$ cat src/logic/qsfpi_pkg.sv
package qsfpi_pkg;

  // ----------------------------------------------------------------
  // Array geometry
  // ----------------------------------------------------------------
  localparam int unsigned ADDR_W       = 21;
  localparam int unsigned PAGE_BYTES   = 256;
  localparam int unsigned PAGE_COUNT   = 8192;
  localparam int unsigned ARRAY_BYTES  = 2097152;
  localparam int unsigned SECTOR_BYTES = 4096;
  localparam int unsigned BLK32_BYTES  = 32768;
  localparam int unsigned BLK64_BYTES  = 65536;
  localparam int unsigned OTP_BYTES    = 512;

  // Bit positions and the 64 KB block count derived from the sizes above.
  localparam int unsigned SECTOR_LSB   = $clog2(SECTOR_BYTES);
  localparam int unsigned BLK32_LSB    = $clog2(BLK32_BYTES);
  localparam int unsigned BLK64_LSB    = $clog2(BLK64_BYTES);
  localparam int unsigned BLK64_COUNT  = ARRAY_BYTES / BLK64_BYTES;

  // ----------------------------------------------------------------
  // Link constants and reset values
  // ----------------------------------------------------------------
  localparam int unsigned LANES        = 4;
  localparam int unsigned BYTE_W       = 8;
  localparam int unsigned FIFO_DEPTH   = 8;
  localparam logic [7:0]  TX_IDLE_BYTE = 8'hff;
  localparam logic [3:0]  OE_SINGLE    = 4'h2;
  localparam logic [3:0]  OE_DUAL      = 4'h3;
  localparam logic [3:0]  OE_QUAD      = 4'hf;
  localparam logic [3:0]  AREA_ALL_BP  = 4'h6;

  typedef enum logic [1:0] {
    QSFPI_SINGLE = 2'b00,
    QSFPI_DUAL   = 2'b01,
    QSFPI_QUAD   = 2'b10
  } qsfpi_mode_t;

  typedef enum logic [1:0] {
    QSFPI_ER_SECTOR = 2'b00,
    QSFPI_ER_BLK32  = 2'b01,
    QSFPI_ER_BLK64  = 2'b10,
    QSFPI_ER_CHIP   = 2'b11
  } qsfpi_erase_t;

endpackage : qsfpi_pkg

$ cat src/logic/qsfpi_fifo.sv
`timescale 1ns/1ps
module qsfpi_fifo #(
  parameter int unsigned WIDTH = 8,
  parameter int unsigned DEPTH = 8
) (
  input  wire logic             clk_sys,
  input  wire logic             rst,
  input  wire logic             in_valid,
  output logic                  in_ready,
  input  wire logic [WIDTH-1:0] in_data,
  output logic                  out_valid,
  input  wire logic             out_ready,
  output logic      [WIDTH-1:0] out_data
);
  localparam int unsigned PW = $clog2(DEPTH);

  logic [WIDTH-1:0] mem_q [DEPTH];
  logic [PW-1:0]    wr_q;
  logic [PW-1:0]    rd_q;
  logic [PW:0]      cnt_q;

  wire push = in_valid && in_ready;
  wire pop  = out_valid && out_ready;

  assign in_ready  = (cnt_q != (PW+1)'(DEPTH));
  assign out_valid = (cnt_q != '0);
  // The storage is flip-flops, so the head word is already registered.
  assign out_data  = mem_q[rd_q];

  always_ff @(posedge clk_sys) begin
    if (push) begin
      mem_q[wr_q] <= in_data;
    end
  end

  always_ff @(posedge clk_sys or posedge rst) begin
    if (rst) begin
      wr_q  <= '0;
      rd_q  <= '0;
      cnt_q <= '0;
    end else begin
      if (push) wr_q <= (wr_q == PW'(DEPTH - 1)) ? '0 : wr_q + 1'b1;
      if (pop)  rd_q <= (rd_q == PW'(DEPTH - 1)) ? '0 : rd_q + 1'b1;
      cnt_q <= cnt_q + (PW+1)'(push) - (PW+1)'(pop);
    end
  end

  a_fifo_no_overfill: assert property (@(posedge clk_sys) disable iff (rst)
    cnt_q <= (PW+1)'(DEPTH)) else $error("fifo count above depth");

endmodule : qsfpi_fifo

$ cat src/logic/qsfpi_core.sv
`timescale 1ns/1ps
module qsfpi_core (
  input  wire logic                          clk_sys,
  input  wire logic                          rst,
  input  wire logic                          serial_clk,
  input  wire logic                          chip_sel_n,
  input  wire logic [qsfpi_pkg::LANES-1:0]   data_lane_in,
  output logic      [qsfpi_pkg::LANES-1:0]   data_lane_out,
  output logic      [qsfpi_pkg::LANES-1:0]   data_lane_oe,
  input  wire logic [1:0]                    lane_mode,
  input  wire logic                          tx_phase,
  input  wire logic                          tx_valid,
  output logic                               tx_ready,
  input  wire logic [7:0]                    tx_data,
  output logic                               rx_valid,
  input  wire logic                          rx_ready,
  output logic      [7:0]                    rx_data,
  output logic                               rx_overrun,
  output logic                               selected,
  output logic                               paused,
  output logic                               armed,
  input  wire logic                          cycle_start,
  input  wire logic                          cycle_done,
  output logic                               cycle_busy,
  input  wire logic [3:0]                    area_protect_bits,
  input  wire logic                          status_lock_bit,
  input  wire logic [qsfpi_pkg::ADDR_W-1:0]  target_addr,
  output logic                               status_write_refused,
  output logic                               area_bits_locked,
  output logic                               addr_protected,
  input  wire logic                          prog_data_phase,
  output logic      [8:0]                    prog_count,
  output logic      [7:0]                    page_offset,
  input  wire logic [7:0]                    prog_old_byte,
  output logic      [7:0]                    prog_merged_byte,
  input  wire logic [1:0]                    erase_kind,
  output logic      [qsfpi_pkg::ADDR_W-1:0]  erase_first,
  output logic      [qsfpi_pkg::ADDR_W-1:0]  erase_last,
  input  wire logic                          otp_select,
  input  wire logic                          otp_locked,
  input  wire logic [8:0]                    otp_offset,
  output logic                               otp_prog_refused
);
  import qsfpi_pkg::*;

  // ----------------------------------------------------------------
  // Pin synchronisers
  // ----------------------------------------------------------------
  logic [2:0]       sclk_q;
  logic [1:0]       csn_q;
  logic [LANES-1:0] lane_s1_q;
  logic [LANES-1:0] lane_s2_q;

  always_ff @(posedge clk_sys or posedge rst) begin
    if (rst) begin
      sclk_q    <= 3'h0;
      csn_q     <= 2'h3;
      lane_s1_q <= 4'hf;
      lane_s2_q <= 4'hf;
    end else begin
      sclk_q    <= {sclk_q[1:0], serial_clk};
      csn_q     <= {csn_q[0], chip_sel_n};
      lane_s1_q <= data_lane_in;
      lane_s2_q <= lane_s1_q;
    end
  end

  // ----------------------------------------------------------------
  // Select, pause and protect pin decoding
  // ----------------------------------------------------------------
  qsfpi_mode_t mode;
  logic        csn_old_q;
  logic        seen_high_q;
  logic        armed_q;
  logic [1:0]  sync_fill_q;

  assign mode = qsfpi_mode_t'(lane_mode);

  wire is_quad   = (mode == QSFPI_QUAD);
  wire is_dual   = (mode == QSFPI_DUAL);
  wire sel_now   = ~csn_q[1];
  wire sel_fall  = csn_old_q & ~csn_q[1];
  wire pause_lvl = ~is_quad & ~lane_s2_q[3];
  wire wp_low    = ~is_quad & ~lane_s2_q[2];
  wire active    = sel_now & armed_q & ~pause_lvl;
  wire clk_rise  = active & sclk_q[1] & ~sclk_q[2];
  wire clk_fall  = active & ~sclk_q[1] & sclk_q[2];

  // Arming needs a high level seen first, so a select held low through
  // reset release cannot start a frame in mid-instruction. The synchroniser
  // shows its reset value for two cycles, so a high there is not trusted.
  always_ff @(posedge clk_sys or posedge rst) begin
    if (rst) begin
      csn_old_q   <= 1'b1;
      seen_high_q <= 1'b0;
      armed_q     <= 1'b0;
      sync_fill_q <= 2'h0;
    end else begin
      csn_old_q   <= csn_q[1];
      sync_fill_q <= {sync_fill_q[0], 1'b1};
      if (csn_q[1] && sync_fill_q[1]) seen_high_q <= 1'b1;
      if (sel_fall && seen_high_q) armed_q <= 1'b1;
    end
  end

  assign selected = sel_now;
  assign paused   = sel_now & pause_lvl;
  assign armed    = armed_q;

  // ----------------------------------------------------------------
  // Receive shifter
  // ----------------------------------------------------------------
  logic [7:0] rx_q;
  logic [3:0] rx_cnt_q;
  logic       ovr_q;

  wire [3:0] rx_step  = is_quad ? 4'd4 : (is_dual ? 4'd2 : 4'd1);
  wire [7:0] rx_shift = is_quad ? {rx_q[3:0], lane_s2_q} :
                        is_dual ? {rx_q[5:0], lane_s2_q[1:0]} :
                                  {rx_q[6:0], lane_s2_q[0]};
  wire [3:0] rx_next  = rx_cnt_q + rx_step;
  wire       rx_byte  = clk_rise & ~tx_phase & (rx_next == 4'd8);
  wire       fifo_in_ready;
  wire       rx_push  = rx_byte & fifo_in_ready;

  always_ff @(posedge clk_sys or posedge rst) begin
    if (rst) begin
      rx_q     <= 8'h00;
      rx_cnt_q <= 4'h0;
      ovr_q    <= 1'b0;
    end else if (!sel_now) begin
      rx_cnt_q <= 4'h0;
      ovr_q    <= 1'b0;
    end else if (clk_rise && !tx_phase) begin
      rx_q     <= rx_shift;
      rx_cnt_q <= (rx_next == 4'd8) ? 4'h0 : rx_next;
      if (rx_byte && !fifo_in_ready) ovr_q <= 1'b1;
    end
  end

  assign rx_overrun = ovr_q;

  qsfpi_fifo #(
    .WIDTH (BYTE_W),
    .DEPTH (FIFO_DEPTH)
  ) u_rx_fifo (
    .clk_sys   (clk_sys),
    .rst       (rst),
    .in_valid  (rx_byte),
    .in_ready  (fifo_in_ready),
    .in_data   (rx_shift),
    .out_valid (rx_valid),
    .out_ready (rx_ready),
    .out_data  (rx_data)
  );

  // ----------------------------------------------------------------
  // Transmit shifter
  // ----------------------------------------------------------------
  logic [7:0] tx_q;
  logic [3:0] tx_cnt_q;

  wire       tx_load   = clk_fall & tx_phase & (tx_cnt_q == 4'h0);
  wire [7:0] tx_src    = tx_valid ? tx_data : TX_IDLE_BYTE;
  wire [3:0] tx_next   = tx_cnt_q + rx_step;
  wire [7:0] tx_shift  = is_quad ? {tx_q[3:0], 4'h0} :
                         is_dual ? {tx_q[5:0], 2'h0} : {tx_q[6:0], 1'b0};

  assign tx_ready = tx_load;

  // A new byte is fetched on the first falling edge of each byte, which
  // also covers setting three, whose opening falling edge has no data.
  always_ff @(posedge clk_sys or posedge rst) begin
    if (rst) begin
      tx_q     <= 8'h00;
      tx_cnt_q <= 4'h0;
    end else if (!sel_now || !tx_phase) begin
      tx_cnt_q <= 4'h0;
    end else if (clk_fall) begin
      tx_q     <= tx_load ? tx_src : tx_shift;
      tx_cnt_q <= (tx_next == 4'd8) ? 4'h0 : tx_next;
    end
  end

  wire [3:0] lane_val = is_quad ? tx_q[7:4] :
                        is_dual ? {2'b00, tx_q[7:6]} : {2'b00, tx_q[7], 1'b0};
  wire [3:0] lane_en  = is_quad ? OE_QUAD : (is_dual ? OE_DUAL : OE_SINGLE);
  wire       drive    = sel_now & ~pause_lvl & tx_phase & (armed_q);

  always_ff @(posedge clk_sys or posedge rst) begin
    if (rst) begin
      data_lane_out <= 4'h0;
    end else begin
      data_lane_out <= lane_val;
    end
  end

  assign data_lane_oe = drive ? lane_en : 4'h0;

  // ----------------------------------------------------------------
  // Internal cycle tracking
  // ----------------------------------------------------------------
  logic busy_q;

  // Deselect is not an input here, so a started cycle runs to its end.
  always_ff @(posedge clk_sys or posedge rst) begin
    if (rst) begin
      busy_q <= 1'b0;
    end else if (cycle_start) begin
      busy_q <= 1'b1;
    end else if (cycle_done) begin
      busy_q <= 1'b0;
    end
  end

  assign cycle_busy = busy_q;

  // ----------------------------------------------------------------
  // Write protection
  // ----------------------------------------------------------------
  function automatic logic area_hit(input logic [ADDR_W-1:0] a, input logic [3:0] bp);
    logic [5:0] blk;
    logic [5:0] span;
    blk  = {1'b0, a[ADDR_W-1:BLK64_LSB]};
    span = 6'd1 << (bp - 4'd1);
    if (bp == 4'h0)             area_hit = 1'b0;
    else if (bp >= AREA_ALL_BP) area_hit = 1'b1;
    else                        area_hit = blk >= (6'(BLK64_COUNT) - span);
  endfunction : area_hit

  assign status_write_refused = wp_low;
  assign area_bits_locked     = wp_low & status_lock_bit;
  assign addr_protected       = area_hit(target_addr, area_protect_bits);

  // ----------------------------------------------------------------
  // Page program, erase ranges and security sector
  // ----------------------------------------------------------------
  logic [8:0] pcnt_q;
  logic [7:0] poff_q;
  logic [7:0] merged_q;

  // The offset wraps inside the page; the count stops at one page.
  always_ff @(posedge clk_sys or posedge rst) begin
    if (rst) begin
      pcnt_q <= 9'h000;
      poff_q <= 8'h00;
    end else if (!sel_now) begin
      pcnt_q <= 9'h000;
      poff_q <= target_addr[7:0];
    end else if (rx_push && prog_data_phase) begin
      if (pcnt_q != 9'(PAGE_BYTES)) pcnt_q <= pcnt_q + 9'h001;
      poff_q <= poff_q + 8'h01;
    end
  end

  always_ff @(posedge clk_sys or posedge rst) begin
    if (rst) begin
      merged_q <= 8'hff;
    end else begin
      merged_q <= prog_old_byte & rx_data;
    end
  end

  assign prog_count       = pcnt_q;
  assign page_offset      = poff_q;
  assign prog_merged_byte = merged_q;

  function automatic logic [ADDR_W-1:0] erase_mask(input logic [1:0] k);
    unique case (qsfpi_erase_t'(k))
      QSFPI_ER_SECTOR: erase_mask = ADDR_W'(SECTOR_BYTES - 1);
      QSFPI_ER_BLK32:  erase_mask = ADDR_W'(BLK32_BYTES - 1);
      QSFPI_ER_BLK64:  erase_mask = ADDR_W'(BLK64_BYTES - 1);
      QSFPI_ER_CHIP:   erase_mask = ADDR_W'(ARRAY_BYTES - 1);
    endcase
  endfunction : erase_mask

  wire [ADDR_W-1:0] er_mask = erase_mask(erase_kind);

  always_ff @(posedge clk_sys or posedge rst) begin
    if (rst) begin
      erase_first <= '0;
      erase_last  <= '0;
    end else begin
      erase_first <= target_addr & ~er_mask;
      erase_last  <= target_addr | er_mask;
    end
  end

  // A locked security sector refuses every program, whatever offset.
  assign otp_prog_refused = otp_select & (otp_locked | (10'(otp_offset) >= 10'(OTP_BYTES)));

  // ----------------------------------------------------------------
  // Checks
  // ----------------------------------------------------------------
  a_desel_release: assert property (@(posedge clk_sys) disable iff (rst)
    csn_q[1] |-> data_lane_oe == 4'h0) else $error("lanes driven while deselected");

  a_pause_release: assert property (@(posedge clk_sys) disable iff (rst)
    (sel_now && !is_quad && !lane_s2_q[3]) |-> data_lane_oe == 4'h0)
    else $error("lanes driven during pause");

  a_input_phase_quiet: assert property (@(posedge clk_sys) disable iff (rst)
    !tx_phase |-> data_lane_oe == 4'h0) else $error("lanes driven in input phase");

  a_single_lane_oe: assert property (@(posedge clk_sys) disable iff (rst)
    (drive && mode == QSFPI_SINGLE) |-> data_lane_oe == 4'h2)
    else $error("single mode must drive lane 1 only");

  a_unarmed_no_rx: assert property (@(posedge clk_sys) disable iff (rst)
    !armed_q |-> !rx_byte) else $error("byte taken before first select");

  a_busy_holds: assert property (@(posedge clk_sys) disable iff (rst)
    (busy_q && !cycle_done && !cycle_start) |=> busy_q)
    else $error("cycle ended without done");

  a_wp_refuses: assert property (@(posedge clk_sys) disable iff (rst)
    (!is_quad && !lane_s2_q[2]) |-> status_write_refused)
    else $error("status write allowed with protect low");

  a_quad_wp_ignored: assert property (@(posedge clk_sys) disable iff (rst)
    is_quad |-> !status_write_refused && !paused) else $error("quad lanes read as control");

  a_page_limit: assert property (@(posedge clk_sys) disable iff (rst)
    prog_count <= 9'd256) else $error("page count above one page");

  a_byte_after_eight: assert property (@(posedge clk_sys) disable iff (rst)
    (clk_rise && !tx_phase && mode == QSFPI_SINGLE && rx_cnt_q == 4'd7) |-> rx_byte)
    else $error("single lane byte not closed after eight bits");

  a_merge_clears: assert property (@(posedge clk_sys) disable iff (rst)
    1'b1 |=> (prog_merged_byte & ~$past(prog_old_byte)) == 8'h00)
    else $error("program set a bit");

  c_single_byte: cover property (@(posedge clk_sys) disable iff (rst)
    rx_push && mode == QSFPI_SINGLE);
  c_quad_read: cover property (@(posedge clk_sys) disable iff (rst)
    tx_load && is_quad);
  c_pause_mid: cover property (@(posedge clk_sys) disable iff (rst)
    sel_now && armed_q && pause_lvl);
  c_overrun: cover property (@(posedge clk_sys) disable iff (rst)
    rx_byte && !fifo_in_ready);

endmodule : qsfpi_core

$ cat config.mk
export PLATFORM = sky130hd
export DESIGN_NAME = qsfpi_core
export DESIGN_NICKNAME = d
export VERILOG_FILES = /design/src/logic/qsfpi_pkg.sv /design/src/logic/qsfpi_fifo.sv /design/src/logic/qsfpi_core.sv
export SDC_FILE = /design/constraint.sdc
export NUM_CORES = 1
export LEC_CHECK = 0
export BUFFER_PORTS_ARGS = -buffer_cell sky130_fd_sc_hd__buf_2
export CORE_UTILIZATION = 30
export CTS_BUF_LIST = sky130_fd_sc_hd__clkbuf_4 sky130_fd_sc_hd__clkbuf_8
export DETAILED_ROUTE_END_ITERATION = 7
export GPL_TIMING_DRIVEN = 0
export SLEW_MARGIN = 10
export SYNTH_ARGS = -nofsm -noshare
export SYNTH_HDL_FRONTEND = slang
export SYNTH_SLANG_ARGS = --single-unit
$ cat constraint.sdc
create_clock -name clk_sys -period 3.1 [get_ports clk_sys]
set_input_delay 0.62 -clock clk_sys [delete_from_list [all_inputs] [get_ports clk_sys]]
set_output_delay 0.62 -clock clk_sys [all_outputs]
set_load 0.02 [all_outputs]
Yosys cells after proc, flatten, opt, wreduce, memory -nomap -nowiden. Memory sizes are Yosys's and may differ from the RTL's. Index checks and enable logic that the tools add are counted.

Eq/ne operators: 11. Multiplexer cells: 36. Reductions and logical operators: 24. Add/sub/neg operators: 10. Shift-type cells: 1. Magnitude comparators: 2. Bitwise operators: 33.

Operator list (count): one-hot mux 21 bit (4 select lines) (1); 2-to-1 mux 8 bit (8); 2-to-1 mux 4 bit (9); 2-to-1 mux 9 bit (3); bitwise AND 21 bit (1); NOT 21 bit (1); bitwise OR 21 bit (1); bitwise AND 1 bit (20); nonzero test 2 bit (6); 2-to-1 mux 1 bit (11); adder 9 x 1 -> 9 bit, second input constant (1); 2-to-1 mux 3 bit (3); inequality test 9 bit, second input constant (1); NOT 1 bit (9); adder 4 x 3 -> 4 bit (2); adder 8 x 1 -> 8 bit, second input constant (1); bitwise AND 8 bit (1); equality test 4 bit, second input constant (2); zero test 4 bit (2); AND reduction 2 bit (4); logical AND 1 bit (7); adder 3 x 1 -> 3 bit, second input constant (2); equality test 2 bit, second input constant (3); equality test 3 bit, second input constant (2); 14 further kinds (16).

Input bits: 71. Memory bits (writable): 64. Memories: 1. Register bits after elaboration: 124.

Memory list: u_rx_fifo.mem_q (depth 8, bits a word 8, read ports 1, clocked after memory_dff 0, write ports 1, line qsfpi_fifo.sv:17) `logic [WIDTH-1:0] mem_q [DEPTH];`.

Longest topological paths before layout.
Depth in word-level cells: 13. Depth in mapped cells: 11. Depth with buffers taken out: 11.

By module. From an unflattened synthesis, not the netlist that was laid out.

Cell total of the unflattened synthesis: 594. Area, all modules: 7587.3 um^2.

Modules (own cells, without submodules): qsfpi_core (area each 4491.8 um^2, cells an instance 444, sequential area each 2275.9 um^2, instances 1); qsfpi_fifo (area each 3095.5 um^2, cells an instance 150, sequential area each 2172.1 um^2, instances 1).

Worst setup path after synthesis. OpenSTA, ideal clock, no wires.

Kind: in2reg. From: in lane_mode[0]. To: mem u_rx_fifo.mem_q[0][0], enable pin. Setup time: 0.383 ns. Slack: -0.412 ns. Arrival time: 3.129 ns. Buffers on the path: 0. Required time: 2.717 ns. Stages on the path: 9. Path through: inv_1 -> ha_1 -> ha_1 -> fa_1 -> xnor2_1 -> nand3_1 -> nor4_2 -> nand2b_1 -> nor3_1.

Cells in the longest elaborated chain, start to end: 12. Elaborated cells on any way between the ends: 17. Those cells by class: 1 x add/sub; 3 x eq/ne; 4 x mux; 8 x bitwise; 1 x reduce/logical.

RTL lines: start: declaration (line qsfpi_core.sv:10) `input wire logic [1:0] lane_mode,`; branches (longest 8 deep; another with adder 4 x 3 -> 4 bit); bitwise AND 1 bit (*) (line qsfpi_core.sv:122) `wire rx_byte = clk_rise & ~tx_phase & (rx_next == 4'd8);`; logical AND 1 bit (*) (line qsfpi_fifo.sv:22) `wire push = in_valid && in_ready;`; 2-to-1 mux 1 bit (*) (line qsfpi_fifo.sv:31) `if (push) begin`; 2-to-1 mux 1 bit (not written as such) (*) (line qsfpi_fifo.sv:32) `mem_q[wr_q] <= in_data;`; end: declaration (line qsfpi_fifo.sv:17).

Mark *: on every way between the ends.

Worst setup path in the final report.
From: in area_protect_bits[2]. To: out addr_protected.

Cells in the longest elaborated chain, start to end: 6. Elaborated cells on any way between the ends: 8. Those cells by class: 2 x add/sub; 2 x order compare; 1 x shift; 2 x mux; 1 x reduce/logical.

RTL lines: start: declaration (line qsfpi_core.sv:25) `input wire logic [3:0] area_protect_bits,`; subtractor 4 x 1 -> 4 bit (line qsfpi_core.sv:225) `span = 6'd1 << (bp - 4'd1);`; left shift 1 x 4 -> 6 bit (line qsfpi_core.sv:225); subtractor 6 bit (line qsfpi_core.sv:228) `else area_hit = blk >= (6'(BLK64_COUNT) - span);`; >= comparator 5 x 6 -> 1 bit (line qsfpi_core.sv:228); 2-to-1 mux 1 bit (line qsfpi_core.sv:227) `else if (bp >= AREA_ALL_BP) area_hit = 1'b1;`; 2-to-1 mux 1 bit (*) (line qsfpi_core.sv:226) `if (bp == 4'h0) area_hit = 1'b0;`; end: declaration (line qsfpi_core.sv:30) `output logic addr_protected,`.

Every way passes the cells marked *; elsewhere a longest branch is shown, timed or not.

==> metrics <==
status=finished clean; clock buffer depth=2; NumNets Final=900; via/cell ratio=4.55; clock tree sinks=164; height of the die=between 150 and 200 um; pre-CTS setup slack=-689 ps; Synth Register Bits=roughly 160; Mapped Area=7570 um^2; final instance area=9610 um^2; Tmin final=3050 ps; share of layout cells above drive strength 1=0.374; GP Congestion=~0.81; DPL Wire Length=11.4 mm; I/O pin total=165; max-cap check violation count=0; FILL cells=about 2400; routed len/inst=14.2 um; Worst setup SP type=input pin; Worst-Skew Late Latency=approximately 450 ps; worst slew pin tran=between 1000 and 1500 ps; initial drt markers=roughly 310; RSZ-0062 raised after global routing=yes; Crit Path Max Fanout=4; clock-pin slew on the worst setup and hold paths=90 ps; final hold vios=0; synth warn=0; post-placement cell area=8870 um^2; final setup fails=0; Inst Count DP=1086; Synth-to-Final Area Change=26.9%; Core ar.=24500 um^2; Seq/Total Area, Yosys=0.588; final setup skew=8.35 ps; Port Buf Inserts=139; Required @ worst endpoint=2480 ps; largest net degree at the start of global routing=34; worst hold path class=in -> async; via count=5160; Final Max Tran Viols=0; Max Fclk=0.328 GHz; r2r setup slk=320 ps; Unique masters post-synth=between 50 and 60; DRC errors left=0; Pleak=~4.2 nW; Power Density=a little over 600 nW/um^2; Chip Width=161 um; synthesized area per cell=12.4 um^2; Slew HR=0.312; Power, Total=5.93 mW; Post-synth EDFFs=between 60 and 70; vias in the first global route=~5100; DRT Wirelength=16.1 mm; Antenna diodes=0; part of the cycle the worst path needs=0.983; First-pass DRT Iterations=4; floorplan row count=57; die area=25900 um^2; post-route ant nets=0; GR Overflow Total=0; Crit Reg-Reg Endpoint=page_offset[7]; Initial Util=0.309; Total GRT Usage=0.129; global-route wire length before repair=26.1 mm; most frequent cells in the layout=137 x buf_2, 81 x dfrtp_1, 64 x edfxtp_1; start of the worst register-to-register path=rx_cnt_q[0]; Setup TNS=0 ps; final worst slack=52.0 ps; root buffer cell=clkbuf_8; critical path endpoint category=primary output; VDD IR max=0.287 mV; Reg2Reg Depth=7; CP Data Arrival Time=2430 ps; Synth Flop Type=dfrtp_1; most common cell after layout, fill and taps aside=buf_2; initial antenna violation count=0; Hold WS=208 ps; WS Path Type=in -> out; Syn Inst Count=609; H-Tree Depth=4; Finished Core Util=0.392; Non-Filler Instances=between 1000 and 1500; Post-synth ARST share=0.610; CTS Buf Count=17; CTS tree=yes
worst max path at each step:
stage,startpoint,slack [ps],to
2_1_floorplan,lane_mode[1],-180,page_offset[7]
3_3_place_gp,lane_mode[0],-680,prog_count[0]
3_5_place_dp,lane_mode[0],-690,prog_count[0]
4_1_cts,lane_mode[0],-80,u_rx_fifo.mem_q[6][3]
5_1_grt,area_protect_bits[2],-50,addr_protected
6_report,area_protect_bits[2],50,addr_protected
per-layer routing:
metal  up-vias  part of all wire  GRT usage  routed length, um
met4         0            0.0080     0.0326                129
met3        11             0.048     0.0367                779
li1       2516                 -          -                  -
met1      2511              0.47      0.168               7520
met2       122              0.48      0.209               7700
met5         -                 0          0                  0
repair_timing:
item	in CTS	in global routing
endpoints found under the setup margin	78	77
pin swaps	6	11
cloned	0	0
endpoints found under the hold margin	0	0
setup buffers	9	9
gates resized for setup	10	19
hold buffers	0	0
synthesized netlist by cell type (12+ instances only):
library cell | instances | area (um^2)
buf_4 | 26 | 195
clkbuf_1 | 15 | 56.3
ha_1 | 28 | 350
nor3_1 | 13 | 65.1
mux2i_1 | 15 | 150
dfstp_2 | 19 | 499
nand2_1 | 64 | 240
mux4_2 | 16 | 360
nand2b_1 | 15 | 93.8
mux2_2 | 13 | 146
nand3_1 | 17 | 85.1
dfrtp_1 | 81 | 2030
edfxtp_1 | 64 | 1920
and2_1 | 22 | 138
nor2_1 | 32 | 120
o21ai_0 | 34 | 170
a21oi_1 | 12 | 60.1
inv_1 | 22 | 82.6
layout make-up:
cell class,count,area (um^2),area share
Buffer,44,272,0.0283
Tap cell,324,405,0.0422
Sequential cell,164,4450,0.463
Clock inverter,14,219,0.0228
Timing Repair Buffer,160,938,0.0977
Inverter,22,91.3,0.00951
Multi-Input combinational cell,389,2990,0.311
Clock buffer,18,241,0.0251
sequential cells by signal, summed over array words and instances, names as in the netlist:
| name | flops |
|---|---|
| lane_s2_q | 4 |
| rx_cnt_q | 4 |
| cycle_busy | 1 |
| seen_high_q | 1 |
| u_rx_fifo.wr_q | 3 |
| prog_merged_byte | 8 |
| erase_last | 10 |
| erase_first | 9 |
| armed | 1 |
| tx_cnt_q | 4 |
| lane_s1_q | 4 |
| page_offset | 8 |
| u_rx_fifo.cnt_q | 4 |
| u_rx_fifo.mem_q | 64 |
| rx_q | 7 |
| csn_q | 2 |
| sync_fill_q | 1 |
| rx_overrun | 1 |
| u_rx_fifo.rd_q | 3 |
| csn_old_q | 1 |
| data_lane_out | 4 |
| tx_q | 8 |
| prog_count | 9 |
| sclk_q | 3 |
worst max-delay path, stage by stage:
cell and delay, ps:
buf_8 100, nand2b_4 130, or3_4 380, ha_4 280
inv_4 30, ha_4 210, a21o_1 170, a21o_1 160
a21oi_2 130, o21ai_1 60, buf_4 160
power by group:
part	switching, mW	internal, mW	leakage, nW
Combinational	0.833	0.670	2.14
Sequential	0.132	2.52	1.79
Clock	0.861	0.917	0.230
Total	1.83	4.10	4.16
cell families after synthesis:
family | synth area share
AO/OA/AOI/OAI | 0.0717
XOR/XNOR | 0.0116
adder cells (fa/ha/maj) | 0.0542
buffers and inverters | 0.0464
flip-flops | 0.588
multiplexers | 0.0868
other | 0.000992
AND/OR/NAND/NOR | 0.141
Power figures use the tool's default switching activity.
